`config.mk`:
```
export PLATFORM = sky130hd
export DESIGN_NAME = pts_timer
export DESIGN_NICKNAME = d
export VERILOG_FILES = /design/src/rtl/pts_pkg.sv /design/src/rtl/pts_timer.sv
export VERILOG_INCLUDE_DIRS = /design/src /design/src/rtl
export SDC_FILE = /design/constraint.sdc
export NUM_CORES = 1
export LEC_CHECK = 0
export ABC_AREA = 1
export BUFFER_PORTS_ARGS = -buffer_cell sky130_fd_sc_hd__buf_4
export CORE_ASPECT_RATIO = 0.5
export CORE_MARGIN = 8
export CORE_UTILIZATION = 53
export DETAILED_ROUTE_END_ITERATION = 10
export PLACE_DENSITY_LB_ADDON = 0.12
export SLEW_MARGIN = 10
export SYNTH_ARGS = -nofsm -noshare
export SYNTH_HDL_FRONTEND = slang
export SYNTH_SLANG_ARGS = --single-unit
```
`constraint.sdc`:
```
create_clock -name ref_clk_in -period 2.24 [get_ports ref_clk_in]
set_clock_uncertainty 0.1 [all_clocks]
set_input_delay 0.336 -clock ref_clk_in [delete_from_list [all_inputs] [get_ports ref_clk_in]]
set_output_delay 0.336 -clock ref_clk_in [all_outputs]
set_load 0.03 [all_outputs]
```
`src/rtl/pts_cfg.svh`:
```
// Register offsets, reset values and encodings of the period timer
`ifndef PTS_CFG_SVH
`define PTS_CFG_SVH

// ****************************************
// Register offsets
// ****************************************
`define PTS_OFF_COUNT    3'h0
`define PTS_OFF_MATCH    3'h1
`define PTS_OFF_CTRL     3'h2
`define PTS_OFF_LIMIT    3'h3
`define PTS_OFF_CLKSEL   3'h4
`define PTS_OFF_RSTSEL   3'h5
`define PTS_OFF_STATUS   3'h6

// ****************************************
// Reset values
// ****************************************
`define PTS_COUNT_RST    8'h00
`define PTS_MATCH_RST    8'hFF
`define PTS_CTRL_RST     8'h00
`define PTS_LIMIT_RST    5'h00
`define PTS_SEL_RST      5'h00

// ****************************************
// Clock source codes and field positions
// ****************************************
`define PTS_CS_PIN       5'h00
`define PTS_CS_FOSC4     5'h01
`define PTS_CS_FOSC      5'h02
`define PTS_CS_OSC_LAST  5'h07
`define PTS_CS_ZCD       5'h08
`define PTS_CS_CELL_1    5'h10
`define PTS_CS_CELL_8    5'h17
`define PTS_FOSC4_LAST   2'h3
`define PTS_ST_FLAG      0
`define PTS_ST_IRQ_EN    1

`endif

```
`src/rtl/pts_pkg.sv`:
```
// Types shared by the period timer
package pts_pkg;
   typedef enum logic [1:0] {
      op_free,
      op_one_shot,
      op_mono,
      op_spare
   } pts_op_t;

   typedef struct packed {
      logic       on;
      logic [2:0] prescale_select;
      logic [3:0] postscale_select;
   } pts_ctrl_t;

   typedef struct packed {
      logic       wr;
      logic       rd;
      logic [2:0] addr;
      logic [7:0] wdata;
   } pts_bus_t;
endpackage

```
`src/rtl/pts_timer.sv`:
```
// Period timer with prescaler, period match and postscaler
`timescale 1ns/1ps
`include "pts_cfg.svh"

// Functional notes
// - Prescaler divides 1:1 up to 1:128
// - Postscaler divides period matches 1:1 to 1:16
// - Five-bit code selects timer clock source
// - Counter increments on each prescaled clock
// - Match signals postscaler, counter clears next clock
// - Postscale hit gives one-clock pulse, clears count
// - Gate modes hold count while gate inactive
// - Reset modes clear counter on level/edge
// - Reset clears counter, match value becomes FFh
// - Several events clear prescaler and postscaler
// - Control write leaves counter unchanged
// - Counter and match value readable and writable
// - One-shot clears enable and stops at match
// - One-shot ignores nonzero postscale select
// - Monostable stops, keeps enable, restarts externally
// - Period signal delivered to PWM unit
// - Selected external reset starts, stops, resets
// - Flag on postscale match, irq when enabled
// - External triggers ignored in debug mode
module pts_timer
   import pts_pkg::*;
(
   input  wire logic        ref_clk_in,
   input  wire logic        reset_in,
   input  wire pts_bus_t    bus_in,
   output logic      [7:0]  rdata_out,
   input  wire logic        clk_pin_in,
   input  wire logic [4:0]  osc_src_in,
   input  wire logic        zero_cross_in,
   input  wire logic [7:0]  logic_cell_in,
   input  wire logic [31:0] ext_reset_src_in,
   input  wire logic        debug_mode_in,
   output logic             postscaled_out,
   output logic             period_out,
   output logic             irq_out
);

   // ****************************************
   // Registers
   // ****************************************
   logic [7:0]  period_counter_reg, period_match_value_reg, rdata_reg;
   pts_ctrl_t   timer_control_reg;
   logic [4:0]  limit_timer_control_reg, clk_sel_reg, reset_source_select_reg;
   logic [6:0]  pre_cnt_reg;
   logic [3:0]  ps_cnt_reg;
   logic [1:0]  fosc4_reg;
   logic [14:0] clk_s1_reg, clk_s2_reg;
   logic [31:0] ers_s1_reg, ers_s2_reg;
   logic        irq_flag_reg, irq_en_reg, stopped_reg, clk_s3_reg;
   logic        ers_lvl_reg, ers_prev_reg, postscaled_reg, period_reg, irq_reg;

   logic        src_async, tclk_tick, cs_valid, run, pre_done, timer_tick, match, ps_hit;
   logic        gate_ok, ers_rise, ers_fall, rst_evt, rst_lvl, start_evt, ext_clear;
   logic        wr_count, wr_ctrl, flag_set, irq_flag_next;
   pts_op_t     op;
   logic [2:0]  trig;

   function automatic logic wr_at(input pts_bus_t b, input logic [2:0] a);
      return b.wr && (b.addr == a);
   endfunction

   // Mask of prescaler bits that must all be one to emit a tick
   function automatic logic [6:0] pre_mask(input logic [2:0] sel);
      return 7'(8'h7F >> (3'h7 - sel));
   endfunction

   assign wr_count = wr_at(bus_in, `PTS_OFF_COUNT);
   assign wr_ctrl  = wr_at(bus_in, `PTS_OFF_CTRL);
   assign op       = pts_op_t'(limit_timer_control_reg[4:3]);
   assign trig     = limit_timer_control_reg[2:0];

   // ****************************************
   // Clock source selection
   // ****************************************
   always_comb begin
      src_async = 1'b0;
      cs_valid  = 1'b1;
      if (clk_sel_reg == `PTS_CS_PIN) begin
         src_async = clk_s2_reg[0];
      end else if (clk_sel_reg > `PTS_CS_FOSC && clk_sel_reg <= `PTS_CS_OSC_LAST) begin
         src_async = clk_s2_reg[4'(clk_sel_reg - `PTS_CS_FOSC)];
      end else if (clk_sel_reg == `PTS_CS_ZCD) begin
         src_async = clk_s2_reg[6];
      end else if (clk_sel_reg >= `PTS_CS_CELL_1 && clk_sel_reg <= `PTS_CS_CELL_8) begin
         src_async = clk_s2_reg[4'h7 + 4'(clk_sel_reg[2:0])];
      end else if (clk_sel_reg != `PTS_CS_FOSC && clk_sel_reg != `PTS_CS_FOSC4) begin
         cs_valid = 1'b0;
      end
   end

   // Sources are synchronised before the mux; each must run below a quarter of ref_clk_in
   always_ff @(posedge ref_clk_in) begin
      if (reset_in) begin
         clk_s1_reg <= 15'h0000;
         clk_s2_reg <= 15'h0000;
         clk_s3_reg <= 1'b0;
         fosc4_reg  <= 2'h0;
      end else begin
         clk_s1_reg <= {logic_cell_in, zero_cross_in, osc_src_in, clk_pin_in};
         clk_s2_reg <= clk_s1_reg;
         clk_s3_reg <= src_async;
         fosc4_reg  <= fosc4_reg + 2'h1;
      end
   end

   always_comb begin
      if (clk_sel_reg == `PTS_CS_FOSC) begin
         tclk_tick = 1'b1;
      end else if (clk_sel_reg == `PTS_CS_FOSC4) begin
         tclk_tick = (fosc4_reg == `PTS_FOSC4_LAST);
      end else begin
         tclk_tick = cs_valid && src_async && !clk_s3_reg;
      end
   end

   // ****************************************
   // External reset source
   // ****************************************
   always_ff @(posedge ref_clk_in) begin
      if (reset_in) begin
         ers_s1_reg   <= 32'h0000_0000;
         ers_s2_reg   <= 32'h0000_0000;
         ers_lvl_reg  <= 1'b0;
         ers_prev_reg <= 1'b0;
      end else begin
         ers_s1_reg   <= ext_reset_src_in;
         ers_s2_reg   <= ers_s1_reg;
         if (!debug_mode_in) begin
            ers_lvl_reg <= ers_s2_reg[reset_source_select_reg];
         end
         ers_prev_reg <= ers_lvl_reg;
      end
   end

   assign ers_rise = ers_lvl_reg && !ers_prev_reg;
   assign ers_fall = !ers_lvl_reg && ers_prev_reg;

   // Low mode bits pick gating, edge reset or level reset
   always_comb begin
      gate_ok   = 1'b1;
      rst_evt   = 1'b0;
      rst_lvl   = 1'b0;
      start_evt = 1'b0;
      if (op == op_mono) begin
         case (trig[1:0])
            2'h1:    start_evt = ers_rise;
            2'h2:    start_evt = ers_fall;
            2'h3:    start_evt = ers_rise || ers_fall;
            default: start_evt = 1'b0;
         endcase
      end else begin
         case (trig)
            3'h1:    gate_ok = ers_lvl_reg;
            3'h2:    gate_ok = !ers_lvl_reg;
            3'h3:    rst_evt = ers_rise || ers_fall;
            3'h4:    rst_evt = ers_rise;
            3'h5:    rst_evt = ers_fall;
            3'h6:    rst_lvl = !ers_lvl_reg;
            3'h7:    rst_lvl = ers_lvl_reg;
            default: gate_ok = 1'b1;
         endcase
      end
   end

   assign ext_clear = timer_control_reg.on && (rst_evt || rst_lvl || start_evt);

   // ****************************************
   // Prescaler, counter and postscaler
   // ****************************************
   assign run        = timer_control_reg.on && !stopped_reg && gate_ok && !rst_lvl;
   assign pre_done   = (pre_cnt_reg == pre_mask(timer_control_reg.prescale_select));
   assign timer_tick = tclk_tick && run && pre_done && !ext_clear;
   assign match      = (period_counter_reg == period_match_value_reg);
   // One-shot stops at its first match, so the postscale value is moot there
   assign ps_hit     = (op == op_one_shot)
                       || (ps_cnt_reg == timer_control_reg.postscale_select);
   assign flag_set   = timer_tick && match && ps_hit;

   always_ff @(posedge ref_clk_in) begin
      if (reset_in || wr_count || wr_ctrl || ext_clear) begin
         pre_cnt_reg <= 7'h00;
      end else if (tclk_tick && run) begin
         pre_cnt_reg <= pre_done ? 7'h00 : pre_cnt_reg + 7'h01;
      end
   end

   always_ff @(posedge ref_clk_in) begin
      if (reset_in || wr_count || wr_ctrl || ext_clear) begin
         ps_cnt_reg <= 4'h0;
      end else if (timer_tick && match) begin
         ps_cnt_reg <= ps_hit ? 4'h0 : ps_cnt_reg + 4'h1;
      end
   end

   always_ff @(posedge ref_clk_in) begin
      if (reset_in) begin
         period_counter_reg <= `PTS_COUNT_RST;
      end else if (wr_count) begin
         period_counter_reg <= bus_in.wdata;
      end else if (ext_clear) begin
         period_counter_reg <= 8'h00;
      end else if (timer_tick) begin
         period_counter_reg <= match ? 8'h00 : period_counter_reg + 8'h01;
      end
   end

   // Pulses stand for one timer clock, from one tick to the next, but end at once when the timer is off
   always_ff @(posedge ref_clk_in) begin
      if (reset_in) begin
         postscaled_reg <= 1'b0;
         period_reg     <= 1'b0;
      end else if (timer_tick) begin
         postscaled_reg <= match && ps_hit;
         period_reg     <= match;
      end else if (tclk_tick || !timer_control_reg.on) begin
         postscaled_reg <= 1'b0;
         period_reg     <= 1'b0;
      end
   end

   // ****************************************
   // Control and mode
   // ****************************************
   always_ff @(posedge ref_clk_in) begin
      if (reset_in) begin
         timer_control_reg <= pts_ctrl_t'(`PTS_CTRL_RST);
      end else if (wr_ctrl) begin
         timer_control_reg <= pts_ctrl_t'(bus_in.wdata);
      end else if (op == op_one_shot && timer_tick && match) begin
         timer_control_reg.on <= 1'b0;
      end
   end

   always_ff @(posedge ref_clk_in) begin
      if (reset_in) begin
         stopped_reg <= 1'b0;
      end else if (wr_ctrl && !bus_in.wdata[7]) begin
         stopped_reg <= 1'b0;
      end else if (start_evt && timer_control_reg.on) begin
         stopped_reg <= 1'b0;
      end else if ((op == op_one_shot || op == op_mono) && timer_tick && match) begin
         stopped_reg <= 1'b1;
      end
   end

   always_ff @(posedge ref_clk_in) begin
      if (reset_in) begin
         period_match_value_reg  <= `PTS_MATCH_RST;
         limit_timer_control_reg <= `PTS_LIMIT_RST;
         clk_sel_reg             <= `PTS_SEL_RST;
         reset_source_select_reg <= `PTS_SEL_RST;
         irq_en_reg              <= 1'b0;
      end else if (bus_in.wr) begin
         if (bus_in.addr == `PTS_OFF_MATCH) begin
            period_match_value_reg <= bus_in.wdata;
         end else if (bus_in.addr == `PTS_OFF_LIMIT) begin
            limit_timer_control_reg <= bus_in.wdata[4:0];
         end else if (bus_in.addr == `PTS_OFF_CLKSEL) begin
            clk_sel_reg <= bus_in.wdata[4:0];
         end else if (bus_in.addr == `PTS_OFF_RSTSEL) begin
            reset_source_select_reg <= bus_in.wdata[4:0];
         end else if (bus_in.addr == `PTS_OFF_STATUS) begin
            irq_en_reg <= bus_in.wdata[`PTS_ST_IRQ_EN];
         end
      end
   end

   // ****************************************
   // Interrupt flag and read port
   // ****************************************
   // A new hit in the clearing cycle keeps the flag set
   assign irq_flag_next = flag_set || (irq_flag_reg
                          && !(wr_at(bus_in, `PTS_OFF_STATUS) && bus_in.wdata[`PTS_ST_FLAG]));

   always_ff @(posedge ref_clk_in) begin
      if (reset_in) begin
         irq_flag_reg <= 1'b0;
         irq_reg      <= 1'b0;
      end else begin
         irq_flag_reg <= irq_flag_next;
         irq_reg      <= irq_flag_next && irq_en_reg;
      end
   end

   always_ff @(posedge ref_clk_in) begin
      if (reset_in || !bus_in.rd) begin
         rdata_reg <= 8'h00;
      end else if (bus_in.addr == `PTS_OFF_COUNT) begin
         rdata_reg <= period_counter_reg;
      end else if (bus_in.addr == `PTS_OFF_MATCH) begin
         rdata_reg <= period_match_value_reg;
      end else if (bus_in.addr == `PTS_OFF_CTRL) begin
         rdata_reg <= timer_control_reg;
      end else if (bus_in.addr == `PTS_OFF_LIMIT) begin
         rdata_reg <= {3'h0, limit_timer_control_reg};
      end else if (bus_in.addr == `PTS_OFF_CLKSEL) begin
         rdata_reg <= {3'h0, clk_sel_reg};
      end else if (bus_in.addr == `PTS_OFF_RSTSEL) begin
         rdata_reg <= {3'h0, reset_source_select_reg};
      end else if (bus_in.addr == `PTS_OFF_STATUS) begin
         rdata_reg <= {4'h0, stopped_reg, ers_lvl_reg, irq_en_reg, irq_flag_reg};
      end else begin
         rdata_reg <= 8'h00;
      end
   end

   assign rdata_out      = rdata_reg;
   assign postscaled_out = postscaled_reg;
   assign period_out     = period_reg;
   assign irq_out        = irq_reg;
endmodule

```
==> run metrics, run 1 <==
clock sink count=163; die area=0.0171 mm²; dpl hpwl=11000 µm; most frequent CP cell=nand3_2; diode count=0; max layer used=met4; RD Place Congestion=0.899; CP max FO=7; die width=177 µm; H-tree Lvls=4; Final ANT Viol Nets=0; post-layout util=0.671; cell taking the most area after synthesis=dfxtp_1; share of cells above drive strength 1=0.191; initial core utilization=0.542; Fmax achieved=464 MHz; Slowest-stage cell, CP=dfxtp_4; Worst-Margin Slew=446 ps; initial antenna violation count=0; Syn Std Cell Area=0.00686 mm²; GRT Util Overall=0.192; delay-heaviest family, CP=simple AND/OR/NAND/NOR gates; peak per-stage delay on the critical path=390 ps; status=complete, no violations; Worst setup SP type=flip-flop; pin count of the biggest net entering global routing=98; Yosys warning total=0; 1st-iter DRT viols=453; distinct cell type count after synthesis=42; cts bufs inserted=17; Yosys top cell area share=0.475; smallest hold slack=4.32 ps; PnR Total Power=6.56 mW; Hold Crit Class=input port to flip-flop; # DRC=0; Peak VDD IR=0.000528 V; core area=0.0127 mm²; WL met2=7200 µm; first-pass GRT wire length=26600 µm; CP Class=flip-flop to flip-flop; wire length on met1=7620 µm; count of input and output buffers=73; WP buf/inv=2; pwr dens=771 mW/mm²; worst-path cell chain=inv_6, ha_4, inv_4, nand2_2, nand3_2, nand3_2, nand3_2, nand3_2, nand3_4, nand2_4, nand3_4, nor2_8, nand3_2, nand2_2, nand2_2, nor2_2; syn nets=974; dpl ws=0.441 ps; Total Routed Length=16200 µm; #FFs+latches synth=163; total gr overflow=0; Worst Setup Slack, final=85.2 ps; Post-Synthesis Cells=896; Pleak=3.80 nW; final max-slew violation count=0; Crit. End Element=flip-flop; number of global-route vias before repair=5694; Clk Latency, worst-skew pair=430 ps; Met3 Routed Length=1080 µm; final net count=1073; RSZ-0062 raised after global routing=true; setup_tns=0 ps; Via-to-Cell Ratio=4.94; Max-Cap Viols=0; post-synthesis area per instance=7.66 µm²; Vias=5814; Top Ports=74; Final Setup Violations=0; clock slew at reported path FFs=70 ps; register area share after synthesis=0.475; Worst Path Arrival=2420 ps; Die Height=96.5 µm; CTS tree=yes; Worst EP required=2510 ps; Cell Rows=29; Clock Tree Buf Depth=2; drt wl/cell=13.8 µm; First-pass DRT Iterations=5; Hold Vio Cnt, Final=0; Root Driver=clkbuf_16; P&R area growth vs syn=23.8%; post-layout minimum cycle time=2150 ps; headroom to the max-slew limit=0.700; Tcrit/Tclk final=0.962; top cells by area, synth=dfxtp_1 (48%), nor2_1 (9.2%), inv_1 (8.9%)
[worst paths after layout]
check / from / to / slack, ps / cells past startpoint
worst max-delay path: clk_sel_reg[0] / irq_out / 90 / 16
worst min-delay path: ext_reset_src_in[21] / ers_s1_reg[21] / 4 / 3
worst max register to register: clk_sel_reg[0] / irq_out / 90 / 16
worst min register to register: clk_s1_reg[6] / clk_s2_reg[6] / 300 / 2
[kinds of logic after synthesis]
kind of cell,synth area share
compound gates,0.137
simple gates,0.219
flops,0.475
fa+ha+maj,0.0273
buf+inv,0.111
xor+xnor,0.0293
[synthesized netlist by cell type, drive strengths merged]
master / instances
clkinv: 1
a221oi: 3
nor4: 1
o221ai: 2
nor3: 5
o31ai: 2
xnor2: 13
o32ai: 1
o211ai: 6
xor2: 10
ha: 15
a31oi: 6
clkbuf: 17
a41oi: 1
or2: 1
a22oi: 6
o22ai: 14
nor3b: 2
dfxtp: 163
o21ai: 74
nand3: 47
a21oi: 52
a211oi: 2
inv: 166
nand4: 9
nand2: 96
nor2: 174
buf: 7
[routing by layer]
layer  vias to the layer above  track usage
met5                         -            0
met4                         0       0.0855
met3                        33       0.0493
met2                       181        0.313
met1                      2567        0.241
li1                       3033            -
[stage by stage]
step | instance area [µm²] | instances
3_5_place_dp | 7660 | 1132
4_1_cts | 8340 | 1172
5_1_grt | 8500 | 1178
3_3_place_gp | 7660 | 1132
6_report | 8500 | 1178
2_1_floorplan | 6880 | 896
[final cells by class]
type	instances	area (µm²)
clock inverter	14	159
clock buffer	18	429
inverter	167	641
sequential	163	3280
tap	170	213
fill	1074	4160
timing repair buffer	104	833
multi-input combinational	542	2950
[report_power, final]
group | switching (mW) | internal [mW] | leakage, nW
clock | 1.37 | 1.50 | 0.285
sequential | 0.0662 | 3.01 | 1.34
combinational | 0.344 | 0.263 | 2.18
[what timing repair did]
action	in CTS	in global routing
setup endpoints to repair	4	24
pin swaps	1	11
hold buffers	8	0
gates resized for setup	5	40
buffers inserted	0	6
hold endpoints to repair	8	0
[worst reg2reg max path, stage by stage, from the launching register on]
cell,delay [ps]
dfxtp_4,390
inv_6,50
ha_4,300
inv_4,60
nand2_2,70
nand3_2,80
nand3_2,80
nand3_2,80
nand3_2,100
nand3_4,80
nand2_4,110
nand3_4,120
nor2_8,180
nand3_2,100
nand2_2,80
nand2_2,50
nor2_2,70
[layout by cell type, fill, tap and decap left out, drive strengths merged, types with 5 or more instances in the layout]
cell         synthesis  layout
a22oi                6       6
o211ai               6       6
o22ai               14      14
a31oi                6       6
nor3                 5       5
dfxtp              163     163
o21ai               74      74
inv                166     174
xor2                10      10
xnor2               13      13
clkinv               1       5
a21oi               52      52
dlygate4sd3          0       8
clkbuf              17      18
nand3               47      47
ha                  15      15
nand2               96      96
nand4                9       9
buf                  7      96
nor2               174     174
(Power assumes the default switching activity.)
==> inputs of run 2 (changes only) <==
- CORE_MARGIN: 8 -> 4
- SLEW_MARGIN: 10 -> not set
==> run metrics, run 2 (synthesis gave the netlist of run 1 again) <==
initial antenna violation count=0 (unchanged); Worst setup SP type=flip-flop; CP Class=flip-flop to flip-flop; r2r startpoint=clk_sel_reg[1]; RSZ-0062 raised after global routing=true; H-tree Lvls=4 (unchanged); Tcrit/Tclk final=0.969 (+0.00670); total gr overflow=0 (unchanged); Met3 Routed Length=896 µm (-17%); headroom to the max-slew limit=0.675 (-0.0254); max layer used=met4; critical path startpoint=clk_sel_reg[1]; count of input and output buffers=73 (unchanged); most common cell after layout, fill and taps aside=nor2_1; pin count of the biggest net entering global routing=102 (+4.1%); RD Place Congestion=0.930 (+3.4%); Cell Rows=29 (unchanged); hold_sp=osc_src_in[4]; final max-slew violation count=0 (unchanged); Finished Layout Cells=1194 (+1.4%); Pleak=3.89 nW (+2.3%); Fmax achieved=461 MHz (-0.69%); core area=0.0127 mm² (unchanged); P&R area growth vs syn=26.3%; Hold Crit Class=input port to flip-flop; Vias=5925 (+1.9%); PnR Total Power=6.66 mW (+1.6%); Worst EP required=2510 ps (about the same); Via-to-Cell Ratio=4.96 (+0.54%); Clk Latency, worst-skew pair=430 ps (about the same); Total Routed Length=15800 µm (-2.8%); Worst-Margin Slew=484 ps (+38.6 ps); pwr dens=769 mW/mm² (-0.35%); drt wl/cell=13.2 µm (-4.1%); Die Height=88.5 µm (-8.3%); Worst Path Arrival=2440 ps (+20 ps); wire length on met1=7630 µm (+0.12%); most frequent cells in the layout=nor2_1 (166), dfxtp_1 (160), inv_1 (159), buf_4 (92), nand2_1 (80); status=complete, no violations; CTS tree=yes; cts bufs inserted=17 (unchanged); placed insts=1135 (+0.27%); # DRC=0 (unchanged); first-pass GRT wire length=26000 µm (-2.1%); clock sink count=163 (unchanged); die width=169 µm (-4.5%); Crit. End Element=flip-flop; 1st-iter DRT viols=345 (-24%); number of global-route vias before repair=5527 (-2.9%); WL met2=6930 µm (-3.7%); Max-Cap Viols=0 (unchanged); Peak VDD IR=0.000599 V (+14%); layout filler cell count=1045 (-2.7%); share of cells above drive strength 1=0.186 (-0.00592); die area=0.0149 mm² (-12%); Root Driver=clkbuf_16; post-layout minimum cycle time=2170 ps (+15.0 ps); initial core utilization=0.542 (unchanged); Clock Tree Buf Depth=2 (unchanged); Top Ports=74 (unchanged); final net count=1089 (+1.5%); GRT Util Overall=0.216 (+0.0240); Final ANT Viol Nets=0 (unchanged); CP max FO=7 (unchanged); diode count=0 (unchanged); Final Setup Violations=0 (unchanged); First-pass DRT Iterations=7 (+2); Hold Vio Cnt, Final=0 (unchanged); clock slew at reported path FFs=70 ps (about the same); dpl hpwl=10900 µm (-0.78%)
[run 2: changes by cell type in the layout (fill, tap and decap cells not counted), sizes merged]
| cell | change |
|---|---|
| dlygate4sd3 | +14 |
| clkinv | +3 |
| buf | +2 |
| clkinvlp | -2 |
| inv | -1 |
[run 2: area by class of cell]
cell class                 instances  area [µm²]  share of cell area
sequential                       163        3270               0.377
clock buffer                      18         439              0.0507
clock inverter                    14         180              0.0208
inverter                         167         634              0.0732
tap                              170         213              0.0245
multi-input combinational        542        2940               0.339
timing repair buffer             120         996               0.115
[run 2: repair_timing]
action / CTS / global route
hold buffers: 22 / 0
resized for setup: 1 / 38
setup buffers: 0 / 5
pin swaps: 0 / 15
hold endpoints to repair: 22 / 0
setup endpoints to repair: 1 / 24
[run 2: final timing paths]
| path | endpoint | slack (ps) | depth (start not counted) |
|---|---|---|---|
| max | irq_out | 70 | 17 |
| min | clk_s1_reg[5] | 10 | 3 |
| max reg2reg | irq_out | 70 | 17 |
| min reg2reg | ers_s2_reg[13] | 300 | 2 |
[run 2: through the flow]
stage / hold slack (ps) / TNS (ps) / util / instance area (µm²) / setup WS [ps]
2_1_floorplan: 288 / 0 / - / 6880 / 38.6
3_3_place_gp: 291 / 0 / 0.606 / 7680 / 101
3_5_place_dp: 292 / 0 / 0.606 / 7680 / 23.1
4_1_cts: 0.580 / 0 / 0.673 / 8520 / 26.2
5_1_grt: 9.42 / -318 / 0.685 / 8670 / -64.6
6_report: 9.97 / 0 / 0.685 / 8670 / 70.2
[run 2: report_power, final]
group	total [mW]	switching, mW	internal (mW)
Sequential	3.08	0.0646	3.01
Combinational	0.624	0.346	0.278
Clock	2.96	1.41	1.55
[run 2: critical path, cell delays in order (launching register included)]
cell     delay [ps]
dfxtp_2         330
buf_6           130
ha_1            200
nand3_2          60
nand2_2          80
nor2_1          120
nand3_1          80
nand2_1          60
inv_1            40
nand3_2          90
nand3_4          90
nand2_4         110
nand3_4         120
nor2_8          200
nand3_2          90
nand2_1          70
nand2_1          70
nor2_2           80
[run 2: per-layer routing]
metal | GRT usage | vias to the layer above
li1 | - | 3057
met1 | 0.290 | 2669
met2 | 0.343 | 166
met3 | 0.0464 | 33
met4 | 0.0906 | 0
met5 | 0 | -
==> inputs of run 3 (changes only) <==
- GPL_TIMING_DRIVEN: not set -> 0
- PLACE_DENSITY_LB_ADDON: 0.12 -> 0.1
==> run metrics, run 3 (synthesis gave the netlist of run 1 again) <==
status=finished, violations left; failing checks=setup timing; Total Routed Length=16800 µm (+6.7%); clock sink count=163 (unchanged); number of global-route vias before repair=5557 (+0.54%); Fmax achieved=413 MHz (-10%); Worst setup SP type=flip-flop; Crit. End Element=flip-flop; headroom to the max-slew limit=0.577 (-0.0984); area of the multi-input gates=0.00301 mm² (+2.6%); switching share of total power=0.279 (+0.00524); Finished Layout Cells=1205 (+0.92%); # DRC=0 (unchanged); pin count of the biggest net entering global routing=21 (-79%); Gate power share=0.096 (+0.002); Final ANT Viol Nets=0 (unchanged); Root Driver=clkbuf_16; final net count=1100 (+1.0%); Hold Crit Class=input port to flip-flop; Cell Rows=29 (unchanged); Int Pwr=4.95 mW (+2.3%); Top Ports=74 (unchanged); Clk Latency, worst-skew pair=430 ps (about the same); Peak VDD IR=0.000511 V (-15%); Vias=6043 (+2.0%); Sw Pwr=1.91 mW (+5.0%); Die Height=88.5 µm (unchanged); final max-slew violation count=0 (unchanged); post-layout minimum cycle time=2420 ps (+252 ps); Clk pwr share=0.456 (+0.012); reg-to-reg setup timing slack=-180 ps (-250 ps); die area=0.0149 mm² (unchanged); initial antenna violation count=0 (unchanged); Worst Path Arrival=2680 ps (+240 ps); most common cell after layout, fill and taps aside=nor2_1; Final Setup Violations=24 (+24); RSZ-0062 raised after global routing=true; Min-Delay Path Depth=3 (unchanged); initial core utilization=0.542 (unchanged); CP Class=flip-flop to flip-flop; cts bufs inserted=17 (unchanged); reg2reg path depth=15 (-2); placed insts=1138 (+0.26%); Worst-Margin Slew=635 ps (+151 ps); Tcrit/Tclk final=1.08 (+0.112); share of cells above drive strength 1=0.209 (+0.0231); diode count=0 (unchanged); drt wl/cell=14.0 µm (+5.7%); dpl hpwl=11200 µm (+3.0%); total gr overflow=0 (unchanged); Max-Cap Viols=0 (unchanged); 1st-iter DRT viols=441 (+28%); H-tree Lvls=4 (unchanged); first-pass GRT wire length=26700 µm (+2.8%); Clock Tree Buf Depth=2 (unchanged); Worst EP required=2500 ps (about the same); layout filler cell count=1027 (-1.7%); Worst Setup Slack, final=-181 ps (-252 ps); most frequent cells in the layout=nor2_1 (165), inv_1 (158), dfxtp_1 (158), buf_4 (91), nand2_1 (77); Pleak=3.91 nW (+0.59%); First-pass DRT Iterations=5 (-2); count of input and output buffers=72 (-1.4%); CTS tree=yes; Hold Vio Cnt, Final=0 (unchanged); die width=169 µm (unchanged); Flop pwr share=0.448 (-0.014); P&R area growth vs syn=28.2%; PnR Total Power=6.86 mW (+3.0%); Via-to-Cell Ratio=5.01 (+1.1%); GRT Util Overall=0.224 (+0.00761); RD Place Congestion=0.894 (-3.8%); pwr dens=780 mW/mm² (+1.5%); clock slew at reported path FFs=80 ps (about the same); CP max FO=5 (-2); core area=0.0127 mm² (unchanged); register area=0.00327 mm² (+0.15%)
-- run 3: cell types whose count changed in the layout (fill, tap and decap cells not counted), moves of 3 or more --
cell and delta:
a21oi_1 -8, a21oi_2 +8, clkbuf_1 +17, buf_2 +3
dlygate4sd3_1 -12, o21ai_1 -3, nand2_2 +3, o21ai_2 +4
nand2_1 -3, clkinvlp_4 +3, buf_6 +3
-- run 3: path summary, 6_finish.rpt --
path | startpoint | end
worst max-delay path | clk_sel_reg[1] | ps_cnt_reg[1]
worst max register to register | clk_sel_reg[1] | ps_cnt_reg[1]
worst min register to register | clk_s1_reg[0] | clk_s2_reg[0]
worst min-delay path | ext_reset_src_in[8] | ers_s1_reg[8]
-- run 3: what timing repair did --
action / 4_1_cts / 5_1_grt
resized for setup: 22 / 44
gates cloned: 0 / 1
hold buffers: 9 / 1
buffers inserted: 13 / 12
endpoints found under the hold margin: 9 / 1
pin swaps: 8 / 28
endpoints found under the setup margin: 25 / 26
-- run 3: cell type report --
type / count / share of cell area
Clock inverter: 15 / 0.0259
Buffer: 23 / 0.0132
Inverter: 167 / 0.0736
Clock buffer: 17 / 0.0483
Sequential cell: 163 / 0.372
Timing Repair Buffer: 108 / 0.101
Multi-Input combinational cell: 542 / 0.342
Tap cell: 170 / 0.0242
-- run 3: critical path: stages, from the launching register on --
cell	delay (ps)
dfxtp_4	380
clkinvlp_4	160
ha_4	350
inv_4	60
nand3_2	60
nand3_2	60
nand3_2	80
nand3_2	80
nand3_2	100
nand3_4	100
nand2_4	100
nand3_4	120
nor2_8	180
buf_6	120
nand4_1	110
a21oi_2	180
-- run 3: power by group through the flow --
stage | combinational (mW) | sequential, mW | clock, mW
finish | 0.658 | 3.08 | 3.13
global route | 0.730 | 3.09 | 3.29
CTS | 0.605 | 3.08 | 3.15
detailed placement | 0.558 | 3.14 | 0
global placement | 0.547 | 3.14 | 0
floorplan | 0.356 | 3.13 | 0
-- run 3: metal layers --
| layer | share of wire | up-vias | global-route usage |
|---|---|---|---|
| met5 | 0 | - | 0 |
| met4 | 0.013 | 0 | 0.0714 |
| met3 | 0.055 | 26 | 0.0535 |
| met2 | 0.46 | 179 | 0.367 |
| met1 | 0.47 | 2752 | 0.297 |
| li1 | - | 3086 | - |
-- run 3: stage by stage --
step	instance area [µm²]	worst slack, ps	util	hold WS, ps	TNS [ps]
after floorplan	6880	38.6	-	288	0
after global placement	7630	-386	0.603	290	-6000
after detailed placement	7630	-410	0.603	293	-6590
after CTS	8520	-103	0.673	1.16	-972
after global routing	8800	-320	0.695	4.07	-5180
final	8800	-181	0.695	4.37	-2330
